## src/cap_display_request_n_pkg.sv

```systemverilog
// Constants and types for the capacity register bank and LED display
package cap_display_request_n_pkg;
	localparam logic [7:0] ADDR_NOMINAL = 8'h03;
	localparam logic [7:0] ADDR_LEARNED = 8'h05;
	localparam logic [7:0] ADDR_TEMP_COMP = 8'h0D;
	localparam logic [7:0] ADDR_RATE_COMP = 8'h0E;
	localparam logic [7:0] ADDR_ENERGY_HI = 8'h0F;
	localparam logic [7:0] ADDR_ENERGY_LO = 8'h10;
	localparam logic [7:0] ADDR_REL_CHARGE = 8'h11;
	localparam logic [7:0] ADDR_AVG_HI = 8'h12;
	localparam logic [7:0] ADDR_AVG_LO = 8'h13;
	localparam logic [7:0] ADDR_DCOUNT = 8'h18;
	localparam logic [7:0] ADDR_PULSE_ACT = 8'h38;
	localparam logic [7:0] ADDR_PROG_PIN = 8'h3F;
	localparam int PULSE_CHG_BIT = 0;
	localparam int PULSE_DCHG_BIT = 3;
	localparam logic [7:0] ZERO_BYTE = 8'h00;
	localparam logic [7:0] REL_FULL = 8'h64;
	localparam logic [7:0] SEG_STEP = 8'h14;
	localparam logic [15:0] DCOUNT_MAX = 16'hFFFF;
	localparam logic [4:0] BANK_A_MASK = 5'h15;
	localparam logic [4:0] BANK_B_MASK = 5'h0A;
	localparam int RATE_COMP_SHIFT = 3;
	localparam int TEMP_COMP_SHIFT = 2;
	localparam int VSB_FULL_SCALE_MV = 1200;
	localparam int VSB_STEPS = 256;
	localparam int FINAL_EMPTY_FLAG_DELTA_MV = 25;
	localparam int FINAL_EMPTY_FLAG_DELTA_LSB = FINAL_EMPTY_FLAG_DELTA_MV * VSB_STEPS / VSB_FULL_SCALE_MV;
	localparam int CLK_HZ = 10000000;
	localparam int AVG_PERIOD_MS = 22500;
	localparam int AVG_CYCLES = AVG_PERIOD_MS * (CLK_HZ / 1000);
	localparam int DISPLAY_REQUEST_N_HOLD_MS = 4000;
	localparam int DISPLAY_REQUEST_N_CYCLES = DISPLAY_REQUEST_N_HOLD_MS * (CLK_HZ / 1000);
	localparam int MUX_HZ = 100;
	localparam int MUX_CYCLES = CLK_HZ / MUX_HZ;
	localparam int MUX_ON_PCT = 30;
	localparam int BLINK_HZ = 4;
	localparam int BLINK_CYCLES = CLK_HZ / BLINK_HZ;
	typedef enum logic {RST_IDLE, RST_ARMED} reset_req_type;
endpackage : cap_display_request_n_pkg

```

## src/cap_display_request_n.sv

```systemverilog
// Capacity registers, software reset, pulse activity and LED display
//
// What this block does
// RULE1 - Discharge: compensated capacity only ever drops
// RULE2 - Charge: compensated capacity follows nominal capacity
// RULE3 - Above 2C, compensated below nominal
// RULE4 - Cold derate gives temp-compensated capacity, display
// RULE5 - Energy word from voltage times capacity
// RULE6 - Relative charge is capacity over full, 0-64h
// RULE7 - Average current pair refreshed each 22.5 s
// RULE8 - Sign bit marks average discharge current
// RULE9 - Discharge count clears, saturates, stops when empty
// RULE10 - Zero program count then zero full: reset
// RULE11 - Reset reloads full count, clears capacity registers
// RULE12 - Activity bits flag counted charge, discharge pulses
// RULE13 - One segment per 20 percent of full
// RULE14 - Temperature derate leaves nominal capacity alone
// RULE15 - Request high: dark; floating: lit while charging
// RULE16 - Request low lights segments four seconds
// RULE17 - Banks 1-3-5 and 2-4 alternate, 100 Hz
// RULE18 - First empty: segment 1 blinks at 4 Hz
// RULE19 - Final empty: display fully dark
// RULE20 - Nominal counts up on charge, down on discharge
// RULE21 - Final empty sits 25 mV below first empty
// RULE22 - Registers reachable bytewise at their addresses; discharge count shows only its high byte, at 18h
`timescale 1ns/100ps
`default_nettype none
module cap_display_request_n
	import cap_display_request_n_pkg::*;
#(
	parameter int AVG_CYCLES_P = AVG_CYCLES,
	parameter int DISPLAY_REQUEST_N_CYCLES_P = DISPLAY_REQUEST_N_CYCLES,
	parameter int MUX_CYCLES_P = MUX_CYCLES,
	parameter int BLINK_CYCLES_P = BLINK_CYCLES
) (
	// Clock, reset, enable
	input wire logic CORE_CLK,
	input wire logic RESET_N,
	input wire logic CLK_EN,
	// Register port from the serial engine
	input wire logic [7:0] REG_ADDR,
	input wire logic REG_WRITE,
	input wire logic REG_READ,
	input wire logic [7:0] REG_WDATA,
	output logic [7:0] REG_RDATA,
	// Measurement front end
	input wire logic CHG_PULSE,
	input wire logic DCHG_PULSE,
	input wire logic SELF_DCHG_PULSE,
	input wire logic CHARGING,
	input wire logic RATE_ABOVE_2C,
	input wire logic TEMP_BELOW_10C,
	input wire logic VALID_DISCHARGE_START,
	input wire logic VALID_CHARGE_THRESHOLD,
	input wire logic [7:0] BATT_VOLTAGE,
	input wire logic [7:0] VOLT_THRESHOLD,
	input wire logic signed [15:0] SENSE_VALUE,
	input wire logic [7:0] PROGRAMMED_FULL_COUNT,
	// Display
	input wire logic DISPLAY_REQUEST_N,
	input wire logic DISPLAY_FLOATING,
	output logic [4:0] LED_SEGMENT_OUT,
	output logic LED_COMMON,
	// Reset notice for flags held elsewhere
	output logic SOFT_RESET_PULSE
);
	localparam int AW = $clog2(AVG_CYCLES_P + 1);
	localparam int DW = $clog2(DISPLAY_REQUEST_N_CYCLES_P + 1);
	localparam int MW = $clog2(MUX_CYCLES_P + 1);
	localparam int BW = $clog2(BLINK_CYCLES_P + 1);
	localparam int MUX_ON = MUX_CYCLES_P * MUX_ON_PCT / 100;
	localparam int MUX_HALF = MUX_CYCLES_P / 2;

	function automatic logic [7:0] sub_frac(input logic [7:0] x, input int sh);
		return x - (x >> sh);
	endfunction : sub_frac

	function automatic logic [7:0] rel_pct(input logic [7:0] cap, input logic [7:0] full);
		logic [15:0] q;
		q = 16'h0000;
		if (full != ZERO_BYTE)
			q = (16'(cap) * 16'(REL_FULL)) / 16'(full);
		if (q > 16'(REL_FULL))
			q = 16'(REL_FULL);
		return q[7:0];
	endfunction : rel_pct

	function automatic logic [4:0] seg_pattern(input logic [7:0] pct);
		logic [4:0] lit;
		lit = 5'h00;
		for (int k = 0; k < 5; k++)
			lit[k] = 16'(pct) > 16'(SEG_STEP) * 16'(k);
		return lit;
	endfunction : seg_pattern

	logic [7:0] nominal_ff, learned_ff, prog_pin_ff;
	logic [7:0] rate_comp_ff, temp_comp_ff, rel_pct_ff;
	logic [15:0] energy_ff, avg_ff, dcount_ff;
	logic [7:0] pulse_act_ff;
	logic first_empty_ff, final_empty_ff;
	logic soft_rst_ff;
	reset_req_type req_state_ff;
	logic [AW-1:0] avg_cnt_ff;
	logic signed [47:0] acc_ff;
	logic [DW-1:0] display_request_n_timer_ff;
	logic [MW-1:0] mux_cnt_ff;
	logic [BW-1:0] blink_cnt_ff;
	logic [4:0] led_ff;
	logic led_com_ff;
	logic [7:0] rdata_ff;

	logic wr_lmd, wr_prog, wipe, fire, rd_pulse;
	logic [7:0] rate_cand, rd_mux;
	logic signed [47:0] acc_sum, avg_q;
	logic display_request_n_on, bank_a, bank_b, blink_on;
	logic [4:0] pattern;

	assign wr_lmd = REG_WRITE && REG_ADDR == ADDR_LEARNED;
	assign wr_prog = REG_WRITE && REG_ADDR == ADDR_PROG_PIN;
	assign fire = wr_lmd && REG_WDATA == ZERO_BYTE && req_state_ff == RST_ARMED;
	assign wipe = soft_rst_ff;
	assign rd_pulse = REG_READ && REG_ADDR == ADDR_PULSE_ACT;

	// Software reset request sequence
	always_ff @(posedge CORE_CLK) begin
		if (!RESET_N) begin
			req_state_ff <= RST_IDLE;
		end else if (CLK_EN) begin
			unique case (req_state_ff)
				RST_IDLE: begin
					if (wr_prog && REG_WDATA == ZERO_BYTE) // RULE10
						req_state_ff <= RST_ARMED;
				end
				RST_ARMED: begin
					if (wr_lmd || wr_prog)
						req_state_ff <= RST_IDLE;
				end
			endcase
		end
	end

	always_ff @(posedge CORE_CLK) begin
		if (!RESET_N)
			soft_rst_ff <= 1'b0;
		else if (CLK_EN)
			soft_rst_ff <= fire; // RULE10
	end

	// Program pin count: reloaded from the pins, host may write any value to it
	always_ff @(posedge CORE_CLK) begin
		if (!RESET_N || (CLK_EN && wipe))
			prog_pin_ff <= PROGRAMMED_FULL_COUNT;
		else if (CLK_EN && wr_prog)
			prog_pin_ff <= REG_WDATA;
	end

	always_ff @(posedge CORE_CLK) begin
		if (!RESET_N || (CLK_EN && wipe))
			learned_ff <= PROGRAMMED_FULL_COUNT; // RULE11
		else if (CLK_EN && wr_lmd)
			learned_ff <= REG_WDATA;
	end

	// Temperature never enters this count
	always_ff @(posedge CORE_CLK) begin // RULE14
		if (!RESET_N || (CLK_EN && wipe)) begin
			nominal_ff <= ZERO_BYTE; // RULE11
		end else if (CLK_EN) begin
			if (CHG_PULSE && nominal_ff < learned_ff)
				nominal_ff <= nominal_ff + 8'h01; // RULE20
			else if ((DCHG_PULSE || SELF_DCHG_PULSE) && nominal_ff != ZERO_BYTE)
				nominal_ff <= nominal_ff - 8'h01; // RULE20
		end
	end

	assign rate_cand = RATE_ABOVE_2C ? sub_frac(nominal_ff, RATE_COMP_SHIFT) : nominal_ff; // RULE3

	always_ff @(posedge CORE_CLK) begin
		if (!RESET_N || (CLK_EN && wipe)) begin
			rate_comp_ff <= ZERO_BYTE;
		end else if (CLK_EN) begin
			if (CHARGING)
				rate_comp_ff <= nominal_ff; // RULE2
			else if (rate_cand < rate_comp_ff)
				rate_comp_ff <= rate_cand; // RULE1
		end
	end

	// Derived values lag their sources by one cycle each
	always_ff @(posedge CORE_CLK) begin
		if (!RESET_N || (CLK_EN && wipe)) begin
			temp_comp_ff <= ZERO_BYTE;
			energy_ff <= 16'h0000;
			rel_pct_ff <= ZERO_BYTE;
		end else if (CLK_EN) begin
			temp_comp_ff <= TEMP_BELOW_10C ?
				sub_frac(rate_comp_ff, TEMP_COMP_SHIFT) : rate_comp_ff; // RULE4
			energy_ff <= 16'(BATT_VOLTAGE) * 16'(temp_comp_ff); // RULE5
			rel_pct_ff <= rel_pct(temp_comp_ff, learned_ff); // RULE6
		end
	end

	// Final empty compare adds the offset to avoid wrapping below zero
	always_ff @(posedge CORE_CLK) begin
		if (!RESET_N) begin
			first_empty_ff <= 1'b0;
			final_empty_ff <= 1'b0;
		end else if (CLK_EN) begin
			first_empty_ff <= BATT_VOLTAGE < VOLT_THRESHOLD;
			final_empty_ff <= 9'(BATT_VOLTAGE) + 9'(FINAL_EMPTY_FLAG_DELTA_LSB) < 9'(VOLT_THRESHOLD); // RULE21
		end
	end

	assign acc_sum = acc_ff + 48'(SENSE_VALUE);
	assign avg_q = acc_sum / 48'(AVG_CYCLES_P);

	// One sample per enabled cycle, so the divisor is the window length
	always_ff @(posedge CORE_CLK) begin
		if (!RESET_N) begin
			acc_ff <= 48'h000000000000;
			avg_cnt_ff <= '0;
			avg_ff <= 16'h0000;
		end else if (CLK_EN) begin
			if (avg_cnt_ff == AW'(AVG_CYCLES_P - 1)) begin
				avg_cnt_ff <= '0;
				acc_ff <= 48'h000000000000;
				avg_ff <= avg_q[15:0]; // RULE7 RULE8
			end else begin
				avg_cnt_ff <= avg_cnt_ff + AW'(1);
				acc_ff <= acc_sum;
			end
		end
	end

	always_ff @(posedge CORE_CLK) begin
		if (!RESET_N) begin
			dcount_ff <= 16'h0000;
		end else if (CLK_EN) begin
			if (VALID_DISCHARGE_START)
				dcount_ff <= 16'h0000; // RULE9
			else if (DCHG_PULSE && !first_empty_ff && dcount_ff != DCOUNT_MAX)
				dcount_ff <= dcount_ff + 16'h0001; // RULE9
		end
	end

	// Cleared by reading; a pulse in the read cycle still sets
	always_ff @(posedge CORE_CLK) begin
		if (!RESET_N) begin
			pulse_act_ff <= ZERO_BYTE;
		end else if (CLK_EN) begin
			pulse_act_ff <= rd_pulse ? ZERO_BYTE : pulse_act_ff;
			if (CHG_PULSE)
				pulse_act_ff[PULSE_CHG_BIT] <= 1'b1; // RULE12
			if (DCHG_PULSE)
				pulse_act_ff[PULSE_DCHG_BIT] <= 1'b1; // RULE12
		end
	end

	always_comb begin
		unique case (REG_ADDR) // RULE22
			ADDR_NOMINAL: rd_mux = nominal_ff;
			ADDR_LEARNED: rd_mux = learned_ff;
			ADDR_TEMP_COMP: rd_mux = temp_comp_ff;
			ADDR_RATE_COMP: rd_mux = rate_comp_ff;
			ADDR_ENERGY_HI: rd_mux = energy_ff[15:8];
			ADDR_ENERGY_LO: rd_mux = energy_ff[7:0];
			ADDR_REL_CHARGE: rd_mux = rel_pct_ff;
			ADDR_AVG_HI: rd_mux = avg_ff[15:8];
			ADDR_AVG_LO: rd_mux = avg_ff[7:0];
			ADDR_DCOUNT: rd_mux = dcount_ff[15:8];
			ADDR_PULSE_ACT: rd_mux = pulse_act_ff;
			ADDR_PROG_PIN: rd_mux = prog_pin_ff;
			default: rd_mux = ZERO_BYTE;
		endcase
	end

	always_ff @(posedge CORE_CLK) begin
		if (!RESET_N)
			rdata_ff <= ZERO_BYTE;
		else if (CLK_EN && REG_READ)
			rdata_ff <= rd_mux; // RULE22
	end

	// Display hold timer, retriggered while the request is held low
	always_ff @(posedge CORE_CLK) begin
		if (!RESET_N) begin
			display_request_n_timer_ff <= '0;
		end else if (CLK_EN) begin
			if (!DISPLAY_FLOATING && !DISPLAY_REQUEST_N)
				display_request_n_timer_ff <= DW'(DISPLAY_REQUEST_N_CYCLES_P); // RULE16
			else if (display_request_n_timer_ff != '0)
				display_request_n_timer_ff <= display_request_n_timer_ff - DW'(1);
		end
	end

	always_ff @(posedge CORE_CLK) begin
		if (!RESET_N) begin
			mux_cnt_ff <= '0;
			blink_cnt_ff <= '0;
		end else if (CLK_EN) begin
			mux_cnt_ff <= (mux_cnt_ff == MW'(MUX_CYCLES_P - 1)) ? '0 : mux_cnt_ff + MW'(1);
			blink_cnt_ff <= (blink_cnt_ff == BW'(BLINK_CYCLES_P - 1)) ?
				'0 : blink_cnt_ff + BW'(1);
		end
	end

	assign bank_a = mux_cnt_ff < MW'(MUX_ON); // RULE17
	assign bank_b = mux_cnt_ff >= MW'(MUX_HALF) && mux_cnt_ff < MW'(MUX_HALF + MUX_ON);
	assign blink_on = blink_cnt_ff < BW'(BLINK_CYCLES_P / 2);
	assign display_request_n_on = !final_empty_ff && // RULE19
		(display_request_n_timer_ff != '0 || (DISPLAY_FLOATING && VALID_CHARGE_THRESHOLD)); // RULE15
	assign pattern = first_empty_ff ? {4'h0, blink_on} : seg_pattern(rel_pct_ff); // RULE18 RULE13

	always_ff @(posedge CORE_CLK) begin
		if (!RESET_N) begin
			led_ff <= 5'h00;
			led_com_ff <= 1'b0;
		end else if (CLK_EN) begin
			led_ff <= display_request_n_on ? pattern & ((bank_a ? BANK_A_MASK : 5'h00) |
				(bank_b ? BANK_B_MASK : 5'h00)) : 5'h00; // RULE17
			led_com_ff <= display_request_n_on && (bank_a || bank_b);
		end
	end

	assign REG_RDATA = rdata_ff;
	assign LED_SEGMENT_OUT = led_ff;
	assign LED_COMMON = led_com_ff;
	assign SOFT_RESET_PULSE = soft_rst_ff;
endmodule : cap_display_request_n
`default_nettype wire

```

## config.mk

```make
export PLATFORM = sky130hd
export DESIGN_NAME = cap_display_request_n
export DESIGN_NICKNAME = d
export VERILOG_FILES = /design/src/cap_display_request_n_pkg.sv /design/src/cap_display_request_n.sv
export SDC_FILE = /design/constraint.sdc
export NUM_CORES = 2
export LEC_CHECK = 0
export BUFFER_PORTS_ARGS = -buffer_cell sky130_fd_sc_hd__buf_2
export CELL_PAD_IN_SITES_DETAIL_PLACEMENT = 1
export CELL_PAD_IN_SITES_GLOBAL_PLACEMENT = 1
export CORE_ASPECT_RATIO = 0.5
export CORE_MARGIN = 2
export CORE_UTILIZATION = 49
export DETAILED_ROUTE_END_ITERATION = 6
export PLACE_DENSITY_LB_ADDON = 0.1
export REMOVE_ABC_BUFFERS = 1
export SETUP_SLACK_MARGIN = 0.1
export SLEW_MARGIN = 20
export SYNTH_ARGS = -nofsm -noshare
export SYNTH_HDL_FRONTEND = slang
export SYNTH_SLANG_ARGS = --single-unit
```

## constraint.sdc

```tcl
create_clock -name CORE_CLK -period 49.7 [get_ports CORE_CLK]
set_input_delay 4.97 -clock CORE_CLK [delete_from_list [all_inputs] [get_ports CORE_CLK]]
set_output_delay 4.97 -clock CORE_CLK [all_outputs]
set_load 0.05 [all_outputs]
```

==> flow_results.org <==
** Clock tree
- TritonCTS Sinks :: 257
- Clock transition at the registers of the reported paths :: 0.07 ns
- TritonCTS Buffers :: 31
- CTS placed an instance of sky130_fd_sc_hd__clkbuf_16 at the clock tree root.
- Worst-Skew Late Latency :: 0.67 ns
- Buffers from clock root to sink, at most :: 3
- CTS tree :: yes
- In this run the number of H-tree levels came out at 1.

** Cells and area
- Post-route non-filler standard cell count :: 8837
- The number of antenna diodes in the final layout is 0.
- The area growth from synthesis to layout is 3.78%.
- In the final layout, the share of cells above drive strength 1 is 0.115.
- In the final design database the tool counted 7740 nets.
- Highest-count cells in the layout ignoring fill and taps :: sky130_fd_sc_hd__nor2_1, sky130_fd_sc_hd__nand2_1, sky130_fd_sc_hd__a21oi_1, sky130_fd_sc_hd__xnor2_1, sky130_fd_sc_hd__o21ai_0
- After routing the design area is 56100 µm².
- Most common library cell in the layout ignoring fill and taps :: sky130_fd_sc_hd__nor2_1

** Synthesis
- Number of library cell types mapped by synthesis :: 196
- Averaged over all synthesized cells, the footprint is 7.25 µm².
- Fraction of the yosys area taken by sequential cells :: 0.0981
- The synthesized design contains 257 register bits.
- Cell count after synthesis :: 7461
- Count of flip-flops with a built-in enable after synthesis :: 16
- For this run, the leading register cell type out of synthesis is sky130_fd_sc_hd__dfxtp_1.
- Async S/R FF share, synth :: 0
- Total standard cell area after synthesis :: 54100 µm²
- Ys Warns :: 0

** GRT
- Initial antenna violation count :: 4
- The first global-routing pass estimated 332 mm of wire.
- In the global route stage, met1 resource usage came out at 0.456.
- Met2 Track Usage GR :: 0.609
- The number of global-route vias before repair came to 59800.
- Sum of overflow across all layers after global routing :: 0
- In the global route stage, met3 resource usage came out at 0.0477.
- Pin count of the biggest net entering global routing :: 68
- For this run, the total global-route usage over all layers was measured as 0.354.
- Most used routing layer :: met2

** Floorplan
- The floorplan step defined a die boundary enclosing 113000 µm².
- In this run the horizontal extent of the chip is 474 µm.
- Num ports :: 86
- For this configuration, the core starts out at a cell density of 0.493.
- Die boundary height :: 239 µm
- The core region is 110000 µm².
- In this run the core area contains 86 standard-cell rows.

** Routing
- Average vias per placed instance :: 6.75
- The final layout contains routed wiring with a total length of 210 mm.
- For this block, the initial DRC count from the detailed router was 4487.
- Across all layers, the routed design uses 59600 vias.
- For this run, design rule violations remaining after detail routing come to 0.
- The detail route stage leaves a number of antenna-violating nets equal to 0.
- Number of detailed-routing iterations run before antenna repair :: 6
- In the final routed layout, each cell accounts on average for 23.8 µm.

** Placement
- # placed instances :: 8764
- IO Port Bufs :: 85
- HPWL after DPL :: 166 mm
- Routability-driven placement finished with a final weighted congestion of 0.986.
- Once placement finished, the instance area stood at 54700 µm².

** Critical path
- The worst setup path is captured at a flop.
- Cell seen most often among critical-path stages :: sky130_fd_sc_hd__buf_4
- The kind of cell with the highest combined delay along the critical path is simple AND/OR/NAND/NOR gates.
- Critical path data arrival time :: 47.96 ns
- Worst-path fanout max :: 33
- Counting both buffers and inverters, the worst setup path holds a total of 9.
- In this design, the stage delay of the slowest critical-path cell is 0.70 ns.
- Startpoint types :: primary input
- Critical setup path kind :: in2reg
- CP max-delay cell :: sky130_fd_sc_hd__or4_1
- Data on the critical path is required at its endpoint by 50.26 ns.

** Timing
- Total Neg Setup Slack :: 0 ns
- Count of final max-slew check failures :: 0
- Static timing analysis puts the maximum clock frequency at 0.0211 GHz.
- Worst slew margin relative to its limit :: 0.193
- Setup repair after global routing left no endpoint under its margin.
- Of the available clock period, the critical path in the final layout requires 0.954.
- The worst path needs 47.40 ns of the cycle, external delays included.
- Setup violations remaining at the end of the flow were counted as 0.
- Setup Skew :: 0.0385 ns
- For the pin with the worst max-slew slack, the measured transition is 1.21 ns.
- Number of hold-slack violations in the final timing report :: 0

** Worst hold path
- The path class of the tightest hold or removal check is reg2reg.

** Job
- Across the run, the number of max-cap violations was 0.

** Outcome
- Result of the run :: completed
## final timing paths
kind	from	endpoint	slack [ns]	depth (start not counted)
worst max register to register	acc_ff[0]$_SDFFE_PN0P_	avg_ff[12]$_SDFFE_PN0P_	6.40	124
worst min register to register	energy_ff[0]$_SDFFE_PN0P_	energy_ff[0]$_SDFFE_PN0P_	0.48	2
worst max-delay path	SENSE_VALUE[15]	avg_ff[12]$_SDFFE_PN0P_	2.30	123
worst min-delay path	energy_ff[0]$_SDFFE_PN0P_	energy_ff[0]$_SDFFE_PN0P_	0.48	2
## sequential cells by signal (all words and copies together) (netlist names), 16 cells and up
signal and cells:
avg_ff 16, blink_cnt_ff 22, mux_cnt_ff 17, display_request_n_timer_ff 26
acc_ff 48, avg_cnt_ff 28, energy_ff 16, dcount_ff 16
## synth_stat cells, drive strengths merged (69+ instances only)
cell      n  share of area
mux2     69          0.015
clkbuf  145          0.013
o21ai   441          0.043
a21o    107          0.016
o31ai   101          0.015
nand2   740          0.053
nor4    109          0.016
nand3   206          0.021
nor3    284          0.028
or2      76         0.0089
and2    137          0.016
o211ai   91          0.014
nand4   112          0.013
o21a    148          0.021
a31oi   125          0.016
inv     237          0.016
or3      78         0.0094
xor2    198          0.034
a21oi   551          0.055
and3     82          0.010
a211oi  118          0.018
buf     167          0.028
ha      265          0.061
xnor2   518          0.087
a22oi    70          0.010
nor2    904          0.065
mux2i    95          0.018
dfxtp   241          0.089
## layout make-up
type	instances	area (µm²)
repair buffers	181	1160
multi-input cells	6648	45900
inverters	241	921
clock buffers	37	838
well taps	1452	1820
clock inverters	21	184
fillers	14200	53600
flip-flops and latches	257	5310
## metrics by stage
stage / worst slack, ns / util / hold WS [ns]
final: 2.30 / 0.511 / 0.476
after detailed placement: -0.571 / 0.498 / 0.462
after global placement: 0.747 / 0.498 / 0.454
after global routing: 0.0291 / 0.511 / 0.492
after CTS: 0.298 / 0.508 / 0.479
after floorplan: 5.81 / - / 0.422
## routing by layer
metal	vias up	part of all wire	wire, µm
met4	4	0.033	6850
met2	1853	0.47	98500
met1	29700	0.44	92100
met5	-	0.00011	23
met3	428	0.059	12500
li1	27600	-	-
## cell families (layout without fill, tap and decap cells)
group | Yosys count | in the layout | share of synthesized area
fa+ha+maj | 327 | 327 | 0.0810
mux | 164 | 164 | 0.0324
flops | 257 | 257 | 0.0981
xor+xnor | 716 | 716 | 0.121
simple gates | 3036 | 3036 | 0.285
compound gates | 2403 | 2405 | 0.324
buf+inv | 558 | 480 | 0.0590
## worst min-delay path: stages (launching register included)
cell	delay, ns
sky130_fd_sc_hd__dfxtp_1	0.32
sky130_fd_sc_hd__nand2_1	0.06
sky130_fd_sc_hd__a21oi_1	0.05
## what timing repair did
item,4_1_cts,5_1_grt
pin swaps,0,7
gates cloned,0,2
endpoints found under the setup margin,1,16
gates resized for setup,1,48
hold buffers,0,0
setup buffers,0,13
Power is left out: the tool's default activity adds up to more than one toggle a clock period on the data nets, which glitch-free logic cannot reach.
